--- config.mk ---
export PLATFORM = sky130hd
export DESIGN_NAME = cisl_top
export DESIGN_NICKNAME = d
export VERILOG_FILES = /design/src/cisl_pkg.sv /design/src/cisl_flag.sv /design/src/cisl_top.sv
export SDC_FILE = /design/constraint.sdc
export NUM_CORES = 1
export LEC_CHECK = 0
export ABC_CLOCK_PERIOD_IN_PS = 2400
export BUFFER_PORTS_ARGS = -buffer_cell sky130_fd_sc_hd__buf_2
export CORE_MARGIN = 3
export CORE_UTILIZATION = 50
export CTS_CLUSTER_DIAMETER = 80
export CTS_CLUSTER_SIZE = 24
export DETAILED_ROUTE_END_ITERATION = 12
export GPL_ROUTABILITY_DRIVEN = 1
export PLACE_DENSITY = 0.82
export SYNTH_ARGS = -nofsm -noshare
export SYNTH_HDL_FRONTEND = slang
export SYNTH_SLANG_ARGS = --single-unit
--- constraint.sdc ---
create_clock -name clk_i -period 2.4 [get_ports clk_i]
set_input_delay 0.48 -clock clk_i [delete_from_list [all_inputs] [get_ports clk_i]]
set_output_delay 0.48 -clock clk_i [all_outputs]
set_load 0.005 [all_outputs]
--- src/cisl_pkg.sv ---
package cisl_pkg;
  localparam int NTX = 3;
  localparam int NRX = 2;
  localparam int FIFO_IDX_W = 3;
  localparam logic [7:0] WARN_LIMIT = 8'h60;
  localparam logic [7:0] PASSIVE_LIMIT = 8'h7F;
  localparam logic [3:0] FIFO_WM_FULL = 4'h8;
  localparam logic [3:0] FIFO_WM_LOW = 4'h4;

  // Word addresses (byte address = index * 4)
  localparam logic [3:0] ADR_MODE = 4'h0;
  localparam logic [3:0] ADR_FLAG = 4'h1;
  localparam logic [3:0] ADR_ENABLE = 4'h2;
  localparam logic [3:0] ADR_BUFEN = 4'h3;
  localparam logic [3:0] ADR_COMM = 4'h4;
  localparam logic [3:0] ADR_MASKSEL = 4'h5;
  localparam logic [3:0] ADR_BUFSTAT = 4'h6;

  // Flag register bit positions
  localparam int FB_TX0 = 0;
  localparam int FB_SHTX = 3;
  localparam int FB_RX0 = 4;
  localparam int FB_SHRX = 6;
  localparam int FB_WM = 7;
  localparam int FB_MERR = 8;
  localparam int FB_WAKE = 9;
  localparam int FB_ERR = 10;
  localparam int FLAG_W = 11;

  // Comm status bit positions
  localparam int CB_OVF0 = 0;
  localparam int CB_RXWARN = 2;
  localparam int CB_TXWARN = 3;
  localparam int CB_RXPASS = 4;
  localparam int CB_TXPASS = 5;
  localparam int CB_BUSOFF = 6;
  localparam int COMM_W = 7;

  localparam logic [1:0] MODE_LEGACY = 2'h0;
  localparam logic [1:0] MODE_ENH = 2'h1;
  localparam logic [1:0] MODE_FIFO = 2'h2;
  localparam logic [7:0] MASKSEL_RST = 8'h00;

  // Field positions inside the mode, buffer enable and status words
  localparam int MB_WMSEL = 2;
  localparam int BE_RX0 = 4;
  localparam int BS_PTR0 = 8;
  localparam int BS_STATE0 = 16;

  typedef struct packed {
    logic [NTX-1:0] tx_empty;
    logic [NTX-1:0] tx_done;
    logic [NTX-1:0] tx_req;
    logic [NRX-1:0] rx_loaded;
    logic [NRX-1:0] rx_full;
    logic [NRX-1:0] rx_nobuf;
    logic [3:0] fifo_count;
    logic [FIFO_IDX_W-1:0] fifo_ptr;
    logic msg_error;
    logic bus_activity;
    logic [7:0] rx_errcnt;
    logic [8:0] tx_errcnt;
  } cisl_can_evt_t;

  typedef enum logic [2:0] {
    ST_ACTIVE = 3'b001,
    ST_PASSIVE = 3'b010,
    ST_BUSOFF = 3'b100
  } cisl_err_state_t;
endpackage : cisl_pkg

--- src/cisl_flag.sv ---
// Sticky flag; a set in the same cycle as a clear wins
module cisl_flag (
  input wire logic clk_i,
  input wire logic rst_i,
  input wire logic ce_i,
  input wire logic set_i,
  input wire logic clr_i,
  input wire logic hold_i,
  output logic flag_o
);
  logic nxt_flag;

  always_comb
  begin
    nxt_flag = flag_o;
    // Clear is refused while the cause still stands
    if (clr_i && !hold_i)
    begin
      nxt_flag = 1'b0;
    end
    if (set_i)
    begin
      nxt_flag = 1'b1;
    end
  end

  always_ff @(posedge clk_i)
  begin
    if (rst_i)
    begin
      flag_o <= 1'b0;
    end
    else if (ce_i)
    begin
      flag_o <= nxt_flag;
    end
  end
endmodule : cisl_flag

--- src/cisl_top.sv ---
// Function
// - Legacy mode: each transmit buffer has own flag, set on empty.
// - Enhanced modes: one shared transmit flag, set on buffer completion.
// - Enhanced transmit interrupt gated by shared and per-buffer enables.
// - Receive interrupt raised when a received message is loaded.
// - Legacy mode: each receive buffer has own flag, cleared by write.
// - Enhanced modes: one shared receive flag gated by per-buffer enables.
// - FIFO mode: receive flag on FIFO load; read pointer readable.
// - FIFO mode: watermark flag at full (8) or low (4) level chosen by config bit.
// - Any message error sets message error flag; interrupt if enabled.
// - Bus activity in sleep sets wake flag, interrupts, ends sleep.
// - Error interrupt on overflow or any error state change.
// - Overflow bit sets when tied receive buffer cannot accept message.
// - Receiver warning when receive error count reaches 96.
// - Transmitter warning when transmit error count reaches 96.
// - Receive count above 127 gives error-passive and receiver flag.
// - Transmit count above 127 gives error-passive and transmitter flag.
// - Transmit count above 255 gives bus-off and bus-off flag.
// - Flags stay pending and resist clear while the condition remains.
module cisl_top (
  input wire logic clk_i,
  input wire logic rst_i,
  input wire logic ce_i,
  input wire logic wb_cyc_i,
  input wire logic wb_stb_i,
  input wire logic wb_we_i,
  input wire logic [5:0] wb_adr_i,
  input wire logic [3:0] wb_sel_i,
  input wire logic [31:0] wb_dat_i,
  output logic [31:0] wb_dat_o,
  output logic wb_ack_o,
  input wire cisl_pkg::cisl_can_evt_t evt_i,
  input wire logic sleep_i,
  output logic irq_o,
  output logic wake_o,
  output logic [7:0] filter_mask_select_b_o,
  output logic [2:0] err_state_o
);
  logic [1:0] mode_ff;
  logic fifo_watermark_level_ff;
  logic [cisl_pkg::FLAG_W-1:0] enable_ff;
  logic [cisl_pkg::NTX-1:0] tx_buf_en_ff;
  logic [cisl_pkg::NRX-1:0] rx_buf_en_ff;
  logic [7:0] filter_mask_select_b_ff;
  logic [cisl_pkg::FLAG_W-1:0] flags;
  logic [cisl_pkg::COMM_W-1:0] comm;
  logic [cisl_pkg::FLAG_W-1:0] flag_set;
  logic [cisl_pkg::FLAG_W-1:0] flag_hold;
  logic [cisl_pkg::COMM_W-1:0] comm_set;
  logic [cisl_pkg::COMM_W-1:0] comm_hold;
  cisl_pkg::cisl_err_state_t st_ff;
  cisl_pkg::cisl_err_state_t nxt_st;
  logic [1:0] prev_warn_ff;
  logic [3:0] wm_level;
  logic legacy;
  logic enh;
  logic fifo_mode;
  logic enh_any;
  logic wb_req;
  logic wb_wr;
  logic wr_flag;
  logic wr_comm;
  logic rx_warn;
  logic tx_warn;
  logic rx_pass;
  logic tx_pass;
  logic bus_off;
  logic err_change;

  assign legacy = (mode_ff == cisl_pkg::MODE_LEGACY);
  assign enh = (mode_ff == cisl_pkg::MODE_ENH);
  assign fifo_mode = (mode_ff == cisl_pkg::MODE_FIFO);
  // Reserved mode code 3 acts as no mode: only message error, wake, error and comm bits set, mask select hidden
  assign enh_any = enh || fifo_mode;
  // Registered ack masks the held strobe: one take per request
  assign wb_req = wb_cyc_i && wb_stb_i && !wb_ack_o;
  assign wb_wr = wb_req && wb_we_i && wb_sel_i[0];
  assign wr_flag = wb_wr
    && (wb_adr_i[5:2] == cisl_pkg::ADR_FLAG);
  assign wr_comm = wb_wr
    && (wb_adr_i[5:2] == cisl_pkg::ADR_COMM);

  // Error thresholds; tx count is 9 bits so it can pass 255
  assign rx_warn = (evt_i.rx_errcnt >= cisl_pkg::WARN_LIMIT);
  assign tx_warn = (evt_i.tx_errcnt >= {1'b0, cisl_pkg::WARN_LIMIT});
  assign rx_pass = (evt_i.rx_errcnt > cisl_pkg::PASSIVE_LIMIT);
  assign tx_pass = (evt_i.tx_errcnt > {1'b0, cisl_pkg::PASSIVE_LIMIT});
  assign bus_off = evt_i.tx_errcnt[8];

  always_comb
  begin
    nxt_st = cisl_pkg::ST_ACTIVE;
    if (bus_off)
    begin
      nxt_st = cisl_pkg::ST_BUSOFF;
    end
    else if (rx_pass || tx_pass)
    begin
      nxt_st = cisl_pkg::ST_PASSIVE;
    end
  end

  always_ff @(posedge clk_i)
  begin
    if (rst_i)
    begin
      st_ff <= cisl_pkg::ST_ACTIVE;
      prev_warn_ff <= '0;
    end
    else if (ce_i)
    begin
      st_ff <= nxt_st;
      prev_warn_ff <= {rx_warn, tx_warn};
    end
  end

  // Warning transitions count as error state changes too
  assign err_change = (nxt_st != st_ff)
    || (prev_warn_ff[1] != rx_warn) || (prev_warn_ff[0] != tx_warn);

  assign wm_level = fifo_watermark_level_ff ? cisl_pkg::FIFO_WM_LOW
    : cisl_pkg::FIFO_WM_FULL;

  always_comb
  begin
    flag_set = '0;
    flag_hold = '0;
    if (legacy)
    begin
      flag_set[cisl_pkg::FB_TX0 +: cisl_pkg::NTX] = evt_i.tx_empty;
      flag_set[cisl_pkg::FB_RX0 +: cisl_pkg::NRX] = evt_i.rx_loaded;
    end
    else if (enh_any)
    begin
      flag_set[cisl_pkg::FB_SHTX] = |(evt_i.tx_done & tx_buf_en_ff);
      flag_set[cisl_pkg::FB_SHRX] = |(evt_i.rx_loaded & rx_buf_en_ff);
    end
    if (fifo_mode)
    begin
      flag_set[cisl_pkg::FB_WM] = (evt_i.fifo_count >= wm_level);
      // Watermark is a level: its clear is refused while the FIFO sits at or above the level
      flag_hold[cisl_pkg::FB_WM] = flag_set[cisl_pkg::FB_WM];
    end
    flag_set[cisl_pkg::FB_MERR] = evt_i.msg_error;
    flag_set[cisl_pkg::FB_WAKE] = sleep_i && evt_i.bus_activity
      && enable_ff[cisl_pkg::FB_WAKE];
    flag_set[cisl_pkg::FB_ERR] = err_change || |evt_i.rx_nobuf;
  end

  always_comb
  begin
    comm_set = '0;
    comm_hold = '0;
    comm_set[cisl_pkg::CB_OVF0 +: cisl_pkg::NRX] = evt_i.rx_nobuf;
    comm_set[cisl_pkg::CB_RXWARN] = rx_warn;
    comm_set[cisl_pkg::CB_TXWARN] = tx_warn;
    comm_set[cisl_pkg::CB_RXPASS] = rx_pass;
    comm_set[cisl_pkg::CB_TXPASS] = tx_pass;
    comm_set[cisl_pkg::CB_BUSOFF] = bus_off;
    comm_hold[cisl_pkg::COMM_W-1:cisl_pkg::CB_RXWARN] =
      comm_set[cisl_pkg::COMM_W-1:cisl_pkg::CB_RXWARN];
  end

  // One sticky cell per status bit; a same-cycle set beats the clear
  genvar gi;
  generate
    for (gi = 0; gi < cisl_pkg::FLAG_W; gi++)
    begin : g_flag
      cisl_flag u_flag (
        .clk_i(clk_i),
        .rst_i(rst_i),
        .ce_i(ce_i),
        .set_i(flag_set[gi]),
        .clr_i(wr_flag && !wb_dat_i[gi]),
        .hold_i(flag_hold[gi]),
        .flag_o(flags[gi])
      );
    end
    for (gi = 0; gi < cisl_pkg::COMM_W; gi++)
    begin : g_comm
      cisl_flag u_comm (
        .clk_i(clk_i),
        .rst_i(rst_i),
        .ce_i(ce_i),
        .set_i(comm_set[gi]),
        .clr_i(wr_comm && !wb_dat_i[gi]),
        .hold_i(comm_hold[gi]),
        .flag_o(comm[gi])
      );
    end
  endgenerate

  always_ff @(posedge clk_i)
  begin
    if (rst_i)
    begin
      mode_ff <= cisl_pkg::MODE_LEGACY;
      fifo_watermark_level_ff <= 1'b0;
      enable_ff <= '0;
      tx_buf_en_ff <= '0;
      rx_buf_en_ff <= '0;
      filter_mask_select_b_ff <= cisl_pkg::MASKSEL_RST;
    end
    else if (ce_i && wb_wr)
    begin
      if (wb_adr_i[5:2] == cisl_pkg::ADR_MODE)
      begin
        mode_ff <= wb_dat_i[1:0];
        fifo_watermark_level_ff <= wb_dat_i[cisl_pkg::MB_WMSEL];
      end
      else if (wb_adr_i[5:2] == cisl_pkg::ADR_ENABLE)
      begin
        enable_ff[7:0] <= wb_dat_i[7:0];
      end
      else if (wb_adr_i[5:2] == cisl_pkg::ADR_BUFEN)
      begin
        tx_buf_en_ff <= wb_dat_i[cisl_pkg::NTX-1:0];
        rx_buf_en_ff <= wb_dat_i[cisl_pkg::BE_RX0 +: cisl_pkg::NRX];
      end
      else if (wb_adr_i[5:2] == cisl_pkg::ADR_MASKSEL && enh_any)
      begin
        // Dropped outside the enhanced modes, not parked for later
        filter_mask_select_b_ff <= wb_dat_i[7:0];
      end
    end
    if (!rst_i && ce_i && wb_req && wb_we_i && wb_sel_i[1]
      && wb_adr_i[5:2] == cisl_pkg::ADR_ENABLE)
    begin
      enable_ff[cisl_pkg::FLAG_W-1:8] <= wb_dat_i[cisl_pkg::FLAG_W-1:8];
    end
  end

  always_ff @(posedge clk_i)
  begin
    if (rst_i)
    begin
      wb_ack_o <= 1'b0;
      wb_dat_o <= '0;
    end
    else if (ce_i)
    begin
      wb_ack_o <= wb_req;
      // Data follows the address each cycle, so it is valid with the ack
      wb_dat_o <= '0;
      if (wb_adr_i[5:2] == cisl_pkg::ADR_MODE)
      begin
        wb_dat_o[cisl_pkg::MB_WMSEL:0] <= {fifo_watermark_level_ff, mode_ff};
      end
      else if (wb_adr_i[5:2] == cisl_pkg::ADR_FLAG)
      begin
        wb_dat_o[cisl_pkg::FLAG_W-1:0] <= flags;
      end
      else if (wb_adr_i[5:2] == cisl_pkg::ADR_ENABLE)
      begin
        wb_dat_o[cisl_pkg::FLAG_W-1:0] <= enable_ff;
      end
      else if (wb_adr_i[5:2] == cisl_pkg::ADR_BUFEN)
      begin
        wb_dat_o[cisl_pkg::NTX-1:0] <= tx_buf_en_ff;
        wb_dat_o[cisl_pkg::BE_RX0 +: cisl_pkg::NRX] <= rx_buf_en_ff;
      end
      else if (wb_adr_i[5:2] == cisl_pkg::ADR_COMM)
      begin
        wb_dat_o[cisl_pkg::COMM_W-1:0] <= comm;
      end
      else if (wb_adr_i[5:2] == cisl_pkg::ADR_MASKSEL)
      begin
        wb_dat_o[7:0] <= enh_any ? filter_mask_select_b_ff
          : cisl_pkg::MASKSEL_RST;
      end
      else if (wb_adr_i[5:2] == cisl_pkg::ADR_BUFSTAT)
      begin
        wb_dat_o[cisl_pkg::NTX-1:0] <= evt_i.tx_req;
        wb_dat_o[cisl_pkg::BE_RX0 +: cisl_pkg::NRX] <= evt_i.rx_full;
        wb_dat_o[cisl_pkg::BS_PTR0 +: cisl_pkg::FIFO_IDX_W] <=
          evt_i.fifo_ptr;
        wb_dat_o[cisl_pkg::BS_STATE0 +: $bits(st_ff)] <= st_ff;
      end
    end
  end

  always_ff @(posedge clk_i)
  begin
    if (rst_i)
    begin
      irq_o <= 1'b0;
      wake_o <= 1'b0;
      filter_mask_select_b_o <= cisl_pkg::MASKSEL_RST;
      err_state_o <= cisl_pkg::ST_ACTIVE;
    end
    else if (ce_i)
    begin
      // Registered, so the line trails the flags by one cycle
      irq_o <= |(flags & enable_ff);
      wake_o <= flag_set[cisl_pkg::FB_WAKE];
      filter_mask_select_b_o <= enh_any ? filter_mask_select_b_ff
        : cisl_pkg::MASKSEL_RST;
      err_state_o <= nxt_st;
    end
  end
endmodule : cisl_top

Yosys cells after proc, flatten, opt, wreduce, memory -nomap -nowiden
Index checks and enable logic that the tools add are counted.
W data, S select, Z words.
Storage, ports and cells
  register bits after elaboration: 75
  bits in latches: 0
  input port bits: 90
  memories kept: 0
  bits in read-only memories: 0
  output and inout bits: 46
  RAM bits: 0
  word-level logic and storage cells: 238
Cells by class
  $lt $le $gt $ge: 5
  $add $sub $neg: 0
  eq/ne operators: 11
  mux-type cells: 74
  reduce and logical (&&, ||, !) cells: 110
  bitwise logic cells: 6
  shifts and indexed selects: 0
  multipliers: 0
  div/mod/pow operators: 0
Operators with widths (number)
  $mux W3: 17
  $mux W1: 43
  $logic_and A1 B1 Y1: 39
  $reduce_and A2 Y1: 19
  $reduce_bool A2 Y1: 19
  $mux W11: 2
  $logic_not A1 Y1: 19
  $mux W8: 2
  $eq A4 B3 Y1 const B: 3
  $mux W2: 6
  $and A11 B11 Y11: 1
  $reduce_or A11 Y1: 1
  $ge A9 B7 Y1 const B: 1
  $gt A9 B7 Y1 const B: 1
  $eq A4 B2 Y1 const B: 2
  $ge A8 B7 Y1 const B: 1
  $gt A8 B7 Y1 const B: 1
  $mux W4: 2
  $mux W7: 1
  $logic_or A1 B1 Y1: 5
  $mux W5: 1
  $reduce_and A5 Y1: 1
  $eq A4 B1 Y1 const B: 1
  $ge A4 B4 Y1: 1
  other kinds (13): 17

Longest topological paths before layout
  depth in word-level cells: 10
  mapped depth: 8
  gate-level depth less buffers: 6

Modules after synthesis
A second synthesis with hierarchy kept.
Second synthesis, totals
  cells, all modules: 481
  area, all modules: 4255.3 um^2
By module, submodules not included
  cisl_top: area an instance 3331.9 um^2, instances 1, seq. area each 1171.1 um^2, cells each 391
  cisl_flag: area an instance 51.3 um^2, instances 18, seq. area each 20.0 um^2, cells each 5

Worst setup path before layout
OpenSTA, ideal clock, no wires.
  kind: input-to-reg
  start: input ce_i
  end: register g_flag[8].u_flag.flag_o
  data required time: 2.268 ns
  stages on the path: 8
  arrival: 1.791 ns
  path buffers: 3
  path slack: 0.477 ns
  library setup time: 0.132 ns
  path through: buf_4 -> nand3_1 -> or3_1 -> buf_6 -> or3b_1 -> buf_6 -> o21ai_2 -> a21oi_1
On the way
  longest elaborated chain between the ends: 1
RTL lines
  start, declared: line cisl_top.sv:23  | input wire logic ce_i,
  $reduce_and A2 Y1 (no source line)
  end signal, assigned: line cisl_flag.sv:35  | flag_o <= nxt_flag;
  end, declared: line cisl_flag.sv:9  | output logic flag_o
No other way between the ends.
A chain may end at the register's enable or synchronous reset.

Final worst setup path
  start: register mode_ff[0]
  end: register filter_mask_select_b_ff[5]
On the way
  longest elaborated chain between the ends: 4
  elaborated cells on any way between the ends: 5
  those cells by class: 2 x eq/ne; 3 x reduce/logical
RTL lines
  start, declared: line cisl_top.sv:39  | logic [1:0] mode_ff;
  start signal, assigned: line cisl_top.sv:197  | mode_ff <= cisl_pkg::MODE_LEGACY;
  start signal, assigned: line cisl_top.sv:208  | mode_ff <= wb_dat_i[1:0];
  $eq A2 B1 Y1 or $eq A2 B2 Y1 (tied branches): line cisl_top.sv:71, cisl_top.sv:72
  $logic_or A1 B1 Y1 (*): line cisl_top.sv:74  | assign enh_any = enh || fifo_mode;
  $logic_and A1 B1 Y1 (*): line cisl_top.sv:220  | else if (wb_adr_i[5:2] == cisl_pkg::ADR_MASKSEL && enh_any)
  $reduce_and A5 Y1 (no source line) (*)
  end signal, assigned: line cisl_top.sv:202  | filter_mask_select_b_ff <= cisl_pkg::MASKSEL_RST;
  end signal, assigned: line cisl_top.sv:223  | filter_mask_select_b_ff <= wb_dat_i[7:0];
  end, declared: line cisl_top.sv:44  | logic [7:0] filter_mask_select_b_ff;
Mark *: on every way between the ends. The rest lies on a longest branch, timed or not.

==> results.toml <==
[die]
core_area_mm2 = 0.00729
io-pin-count = 136
num_rows = 31
die_w_um = 92.9
die_y_um = 92.9
initial_utilization_pct = 51.7
dieArea_mm2 = 0.00862

[timing]
period_needed_ns = 1.88
final_hold_viol_count = 0
grt_setup_unrepaired = "no"
worst_slew_pin_slew_ns = 0.721
setup_viol = 0
period_share_pct = 78.3
slew_headroom_pct = 51.9
slew_violations = 0
fin_skew_ns = 0.00693
max_freq_ghz = 0.532
setup_tns_ns = 0

[grt]
grt_overflow = 0
grt_use_total_pct = 23.3
grt_max_degree = 73
antenna_found_initial = 0
first_global_vias = 3321
grt_pass1_wl_um = 15800

[yosys]
ys.flop_type = "dfxtp_1"
netlist_area_mm2 = 0.00377
synth_area_per_cell_um2 = 8.59
async_flop_share_pct = 0
synth_warnings = 0
synth-edff-count = 3
synth_seq_cells = 75
seq_area_frac_synth_pct = 40.6
synth_cell_type_count = 55
synth_cells = 439

[routing]
drcViolationCount = 0
drt-initial-drc-count = 230
dr_total_vias = 3385
dr_wl_met3_um = 819
highest_layer = "met4"
wl_um = 9740
ant_nets = 0
dr.pass1.iters = 4
wl_met2_um = 4510
wl_met1_um = 4220
wl_per_cell_um = 15.7
vias_per_cell = 5.46

[clock_tree]
cts_tree = "done"
clock_sinks = 75
ctsRootBufferMaster = "clkbuf_8"
hold_buffers = 0
insertion_delay_ns = 0.35
cts.repair.resized = 0
clock_path_buffers = 2
numCtsBuffers = 9
cts_max_level = 3
cts_setup_buffers = 0
clk_pin_slew_worst_paths_ns = 0.08

[layout]
fillCellCount = 656
syn_to_final_growth_pct = 17.4
seq_area_mm2 = 0.00153
fin_util_pct = 60.8
multi_input_comb_area_mm2 = 0.00201
drive_gt1_share_pct = 25.1
final_nets = 610
num_antenna_cells = 0
mostFrequentLayoutCells = "buf_2 (82), dfxtp_1 (72), nor2_1 (50), nand2_1 (46), a21oi_1 (38)"
mostFrequentLayoutCell = "buf_2"

[power]
ir_drop_uv = 473
internal_power_mw = 2.00
swShare_pct = 25.0
p_comb_share_pct = 10.4
clkPwrFrac_pct = 40.5
power.switching_mw = 0.668
powerDensity_mw_per_mm2 = 603
p_leak_nw = 1.82
seq_power_share_pct = 49.1
p_total_mw = 2.67

[worst_hold_path]
hp-class = "input pin to flop"

[critical_path]
cp_cell_sequence = "inv_1 > ha_1 > and4_1 > nor2b_1 > buf_4 > mux2i_1 > nor2_1"
required_ns = 2.61
max_stage_delay_ns = 0.38
reg2reg_setup_slack_ns = 0.52
critPathSlowestCell = "dfxtp_1"
crit_fanout = 8
critPathKind = "flop to flop"
crit_path_end_kind = "flop"
crit_path_start_kind = "flop"
path_delay_family = "simple AND/OR/NAND/NOR gates"
critPathArrivalTime_ns = 2.09
cp.buffers_inverters = 2

[placed_design]
place_hpwl_um = 7270
portBuffers = 82
finalWeightedCongestion = 0.916

[run]
drv_cap = 0

[outcome]
status = "finished clean"
==> layer usage <==
layer | vias up | GRT usage (%)
met2 | 143 | 36.6
met3 | 18 | 5.69
met1 | 1563 | 31.0
met4 | 0 | 8.91
met5 | - | 0
li1 | 1661 | -
==> worst paths after layout <==
check | startpoint | to | cells after the start
max | mode_ff[0]$_SDFFE_PP0P_ | filter_mask_select_b_ff[5]$_SDFFE_PP0P_ | 7
min | evt_i[39] | g_flag[1].u_flag.flag_o$_SDFFE_PP0P_ | 3
min reg2reg | filter_mask_select_b_o[7]$_SDFFE_PP0P_ | filter_mask_select_b_o[7]$_SDFFE_PP0P_ | 2
max reg2reg | mode_ff[0]$_SDFFE_PP0P_ | filter_mask_select_b_ff[5]$_SDFFE_PP0P_ | 7
==> cell usage after synthesis (2+ instances only) <==
master | number | area, um^2
a2111oi_0 | 2 | 17.5
a211oi_1 | 4 | 30.0
a21o_1 | 2 | 15.0
a21oi_1 | 38 | 190
a22oi_1 | 11 | 82.6
a2bb2oi_1 | 6 | 52.6
and2_1 | 4 | 25.0
buf_1 | 4 | 15.0
buf_2 | 4 | 20.0
buf_4 | 20 | 150
buf_6 | 2 | 22.5
clkbuf_1 | 16 | 60.1
dfxtp_1 | 72 | 1440
edfxtp_1 | 3 | 90.1
ha_1 | 4 | 50.1
inv_1 | 7 | 26.3
mux2_2 | 2 | 22.5
mux2i_1 | 30 | 300
mux4_2 | 3 | 67.6
nand2_1 | 46 | 173
nand2b_1 | 5 | 31.3
nand3_1 | 12 | 60.1
nand4_1 | 2 | 12.5
nor2_1 | 50 | 188
nor2b_1 | 19 | 119
nor3_1 | 4 | 20.0
nor3_4 | 2 | 32.5
o2111a_1 | 2 | 22.5
o21ai_0 | 18 | 90.1
o21ai_1 | 3 | 15.0
o21ai_2 | 10 | 87.6
o31ai_1 | 3 | 22.5
o32ai_1 | 2 | 17.5
o41ai_1 | 2 | 17.5
or2_2 | 2 | 12.5
or3_1 | 3 | 18.8
xor2_1 | 2 | 17.5
==> worst reg2reg max path: cells and delay by family (launching register included) <==
kind	cells	cell delay, ns
flops	1	0.38
buf+inv	2	0.28
fa+ha+maj	1	0.30
simple gates	3	0.57
mux	1	0.21
==> flip-flops by register name, summed over array words and instances, names as in the netlist, 2 cells and up <==
| signal | cells |
|---|---|
| filter_mask_select_b_o | 8 |
| mode_ff | 2 |
| filter_mask_select_b_ff | 8 |
| g_comm.u_comm.flag_o | 7 |
| wb_dat_o | 14 |
| enable_ff | 11 |
| tx_buf_en_ff | 3 |
| prev_warn_ff | 2 |
| rx_buf_en_ff | 2 |
| err_state_o | 3 |
| g_flag.u_flag.flag_o | 11 |
==> power groups by stage <==
stage / Sequential, mW / Combinational (mW) / Clock (mW)
floorplan: 1.33 / 0.188 / 0
global placement: 1.34 / 0.271 / 0
detailed placement: 1.34 / 0.276 / 0
CTS: 1.31 / 0.277 / 1.10
global route: 1.31 / 0.311 / 1.14
finish: 1.31 / 0.279 / 1.08
==> kinds of logic after synthesis <==
family                   count (synthesis)  synth area share [%]
AND/OR/NAND/NOR                        157                  20.0
AO/OA/AOI/OAI                          111                  19.3
flip-flops                              75                  40.6
buffers and inverters                   54                  7.89
multiplexers                            35                  10.3
adder cells (fa/ha/maj)                  4                  1.33
XOR/XNOR                                 2                 0.464
other                                    1                0.0994
==> per-stage QoR <==
step	worst slack, ns	hold slack, ns	instances	area (um^2)
2_1_floorplan	0.477	0.449	456	3840
3_3_place_gp	0.257	0.436	604	4200
3_5_place_dp	0.238	0.450	604	4200
4_1_cts	0.520	0.300	620	4430
5_1_grt	0.347	0.315	620	4430
6_report	0.521	0.307	620	4430
==> cell type report <==
class	instances	share of cell area (%)
Clock buffer	12	3.98
Timing Repair Buffer	95	11.5
Sequential cell	75	34.6
Tap cell	99	2.80
Inverter	8	0.678
Clock inverter	4	1.21
Multi-Input combinational cell	327	45.3
No activity file was read; power rests on OpenSTA's default activity.
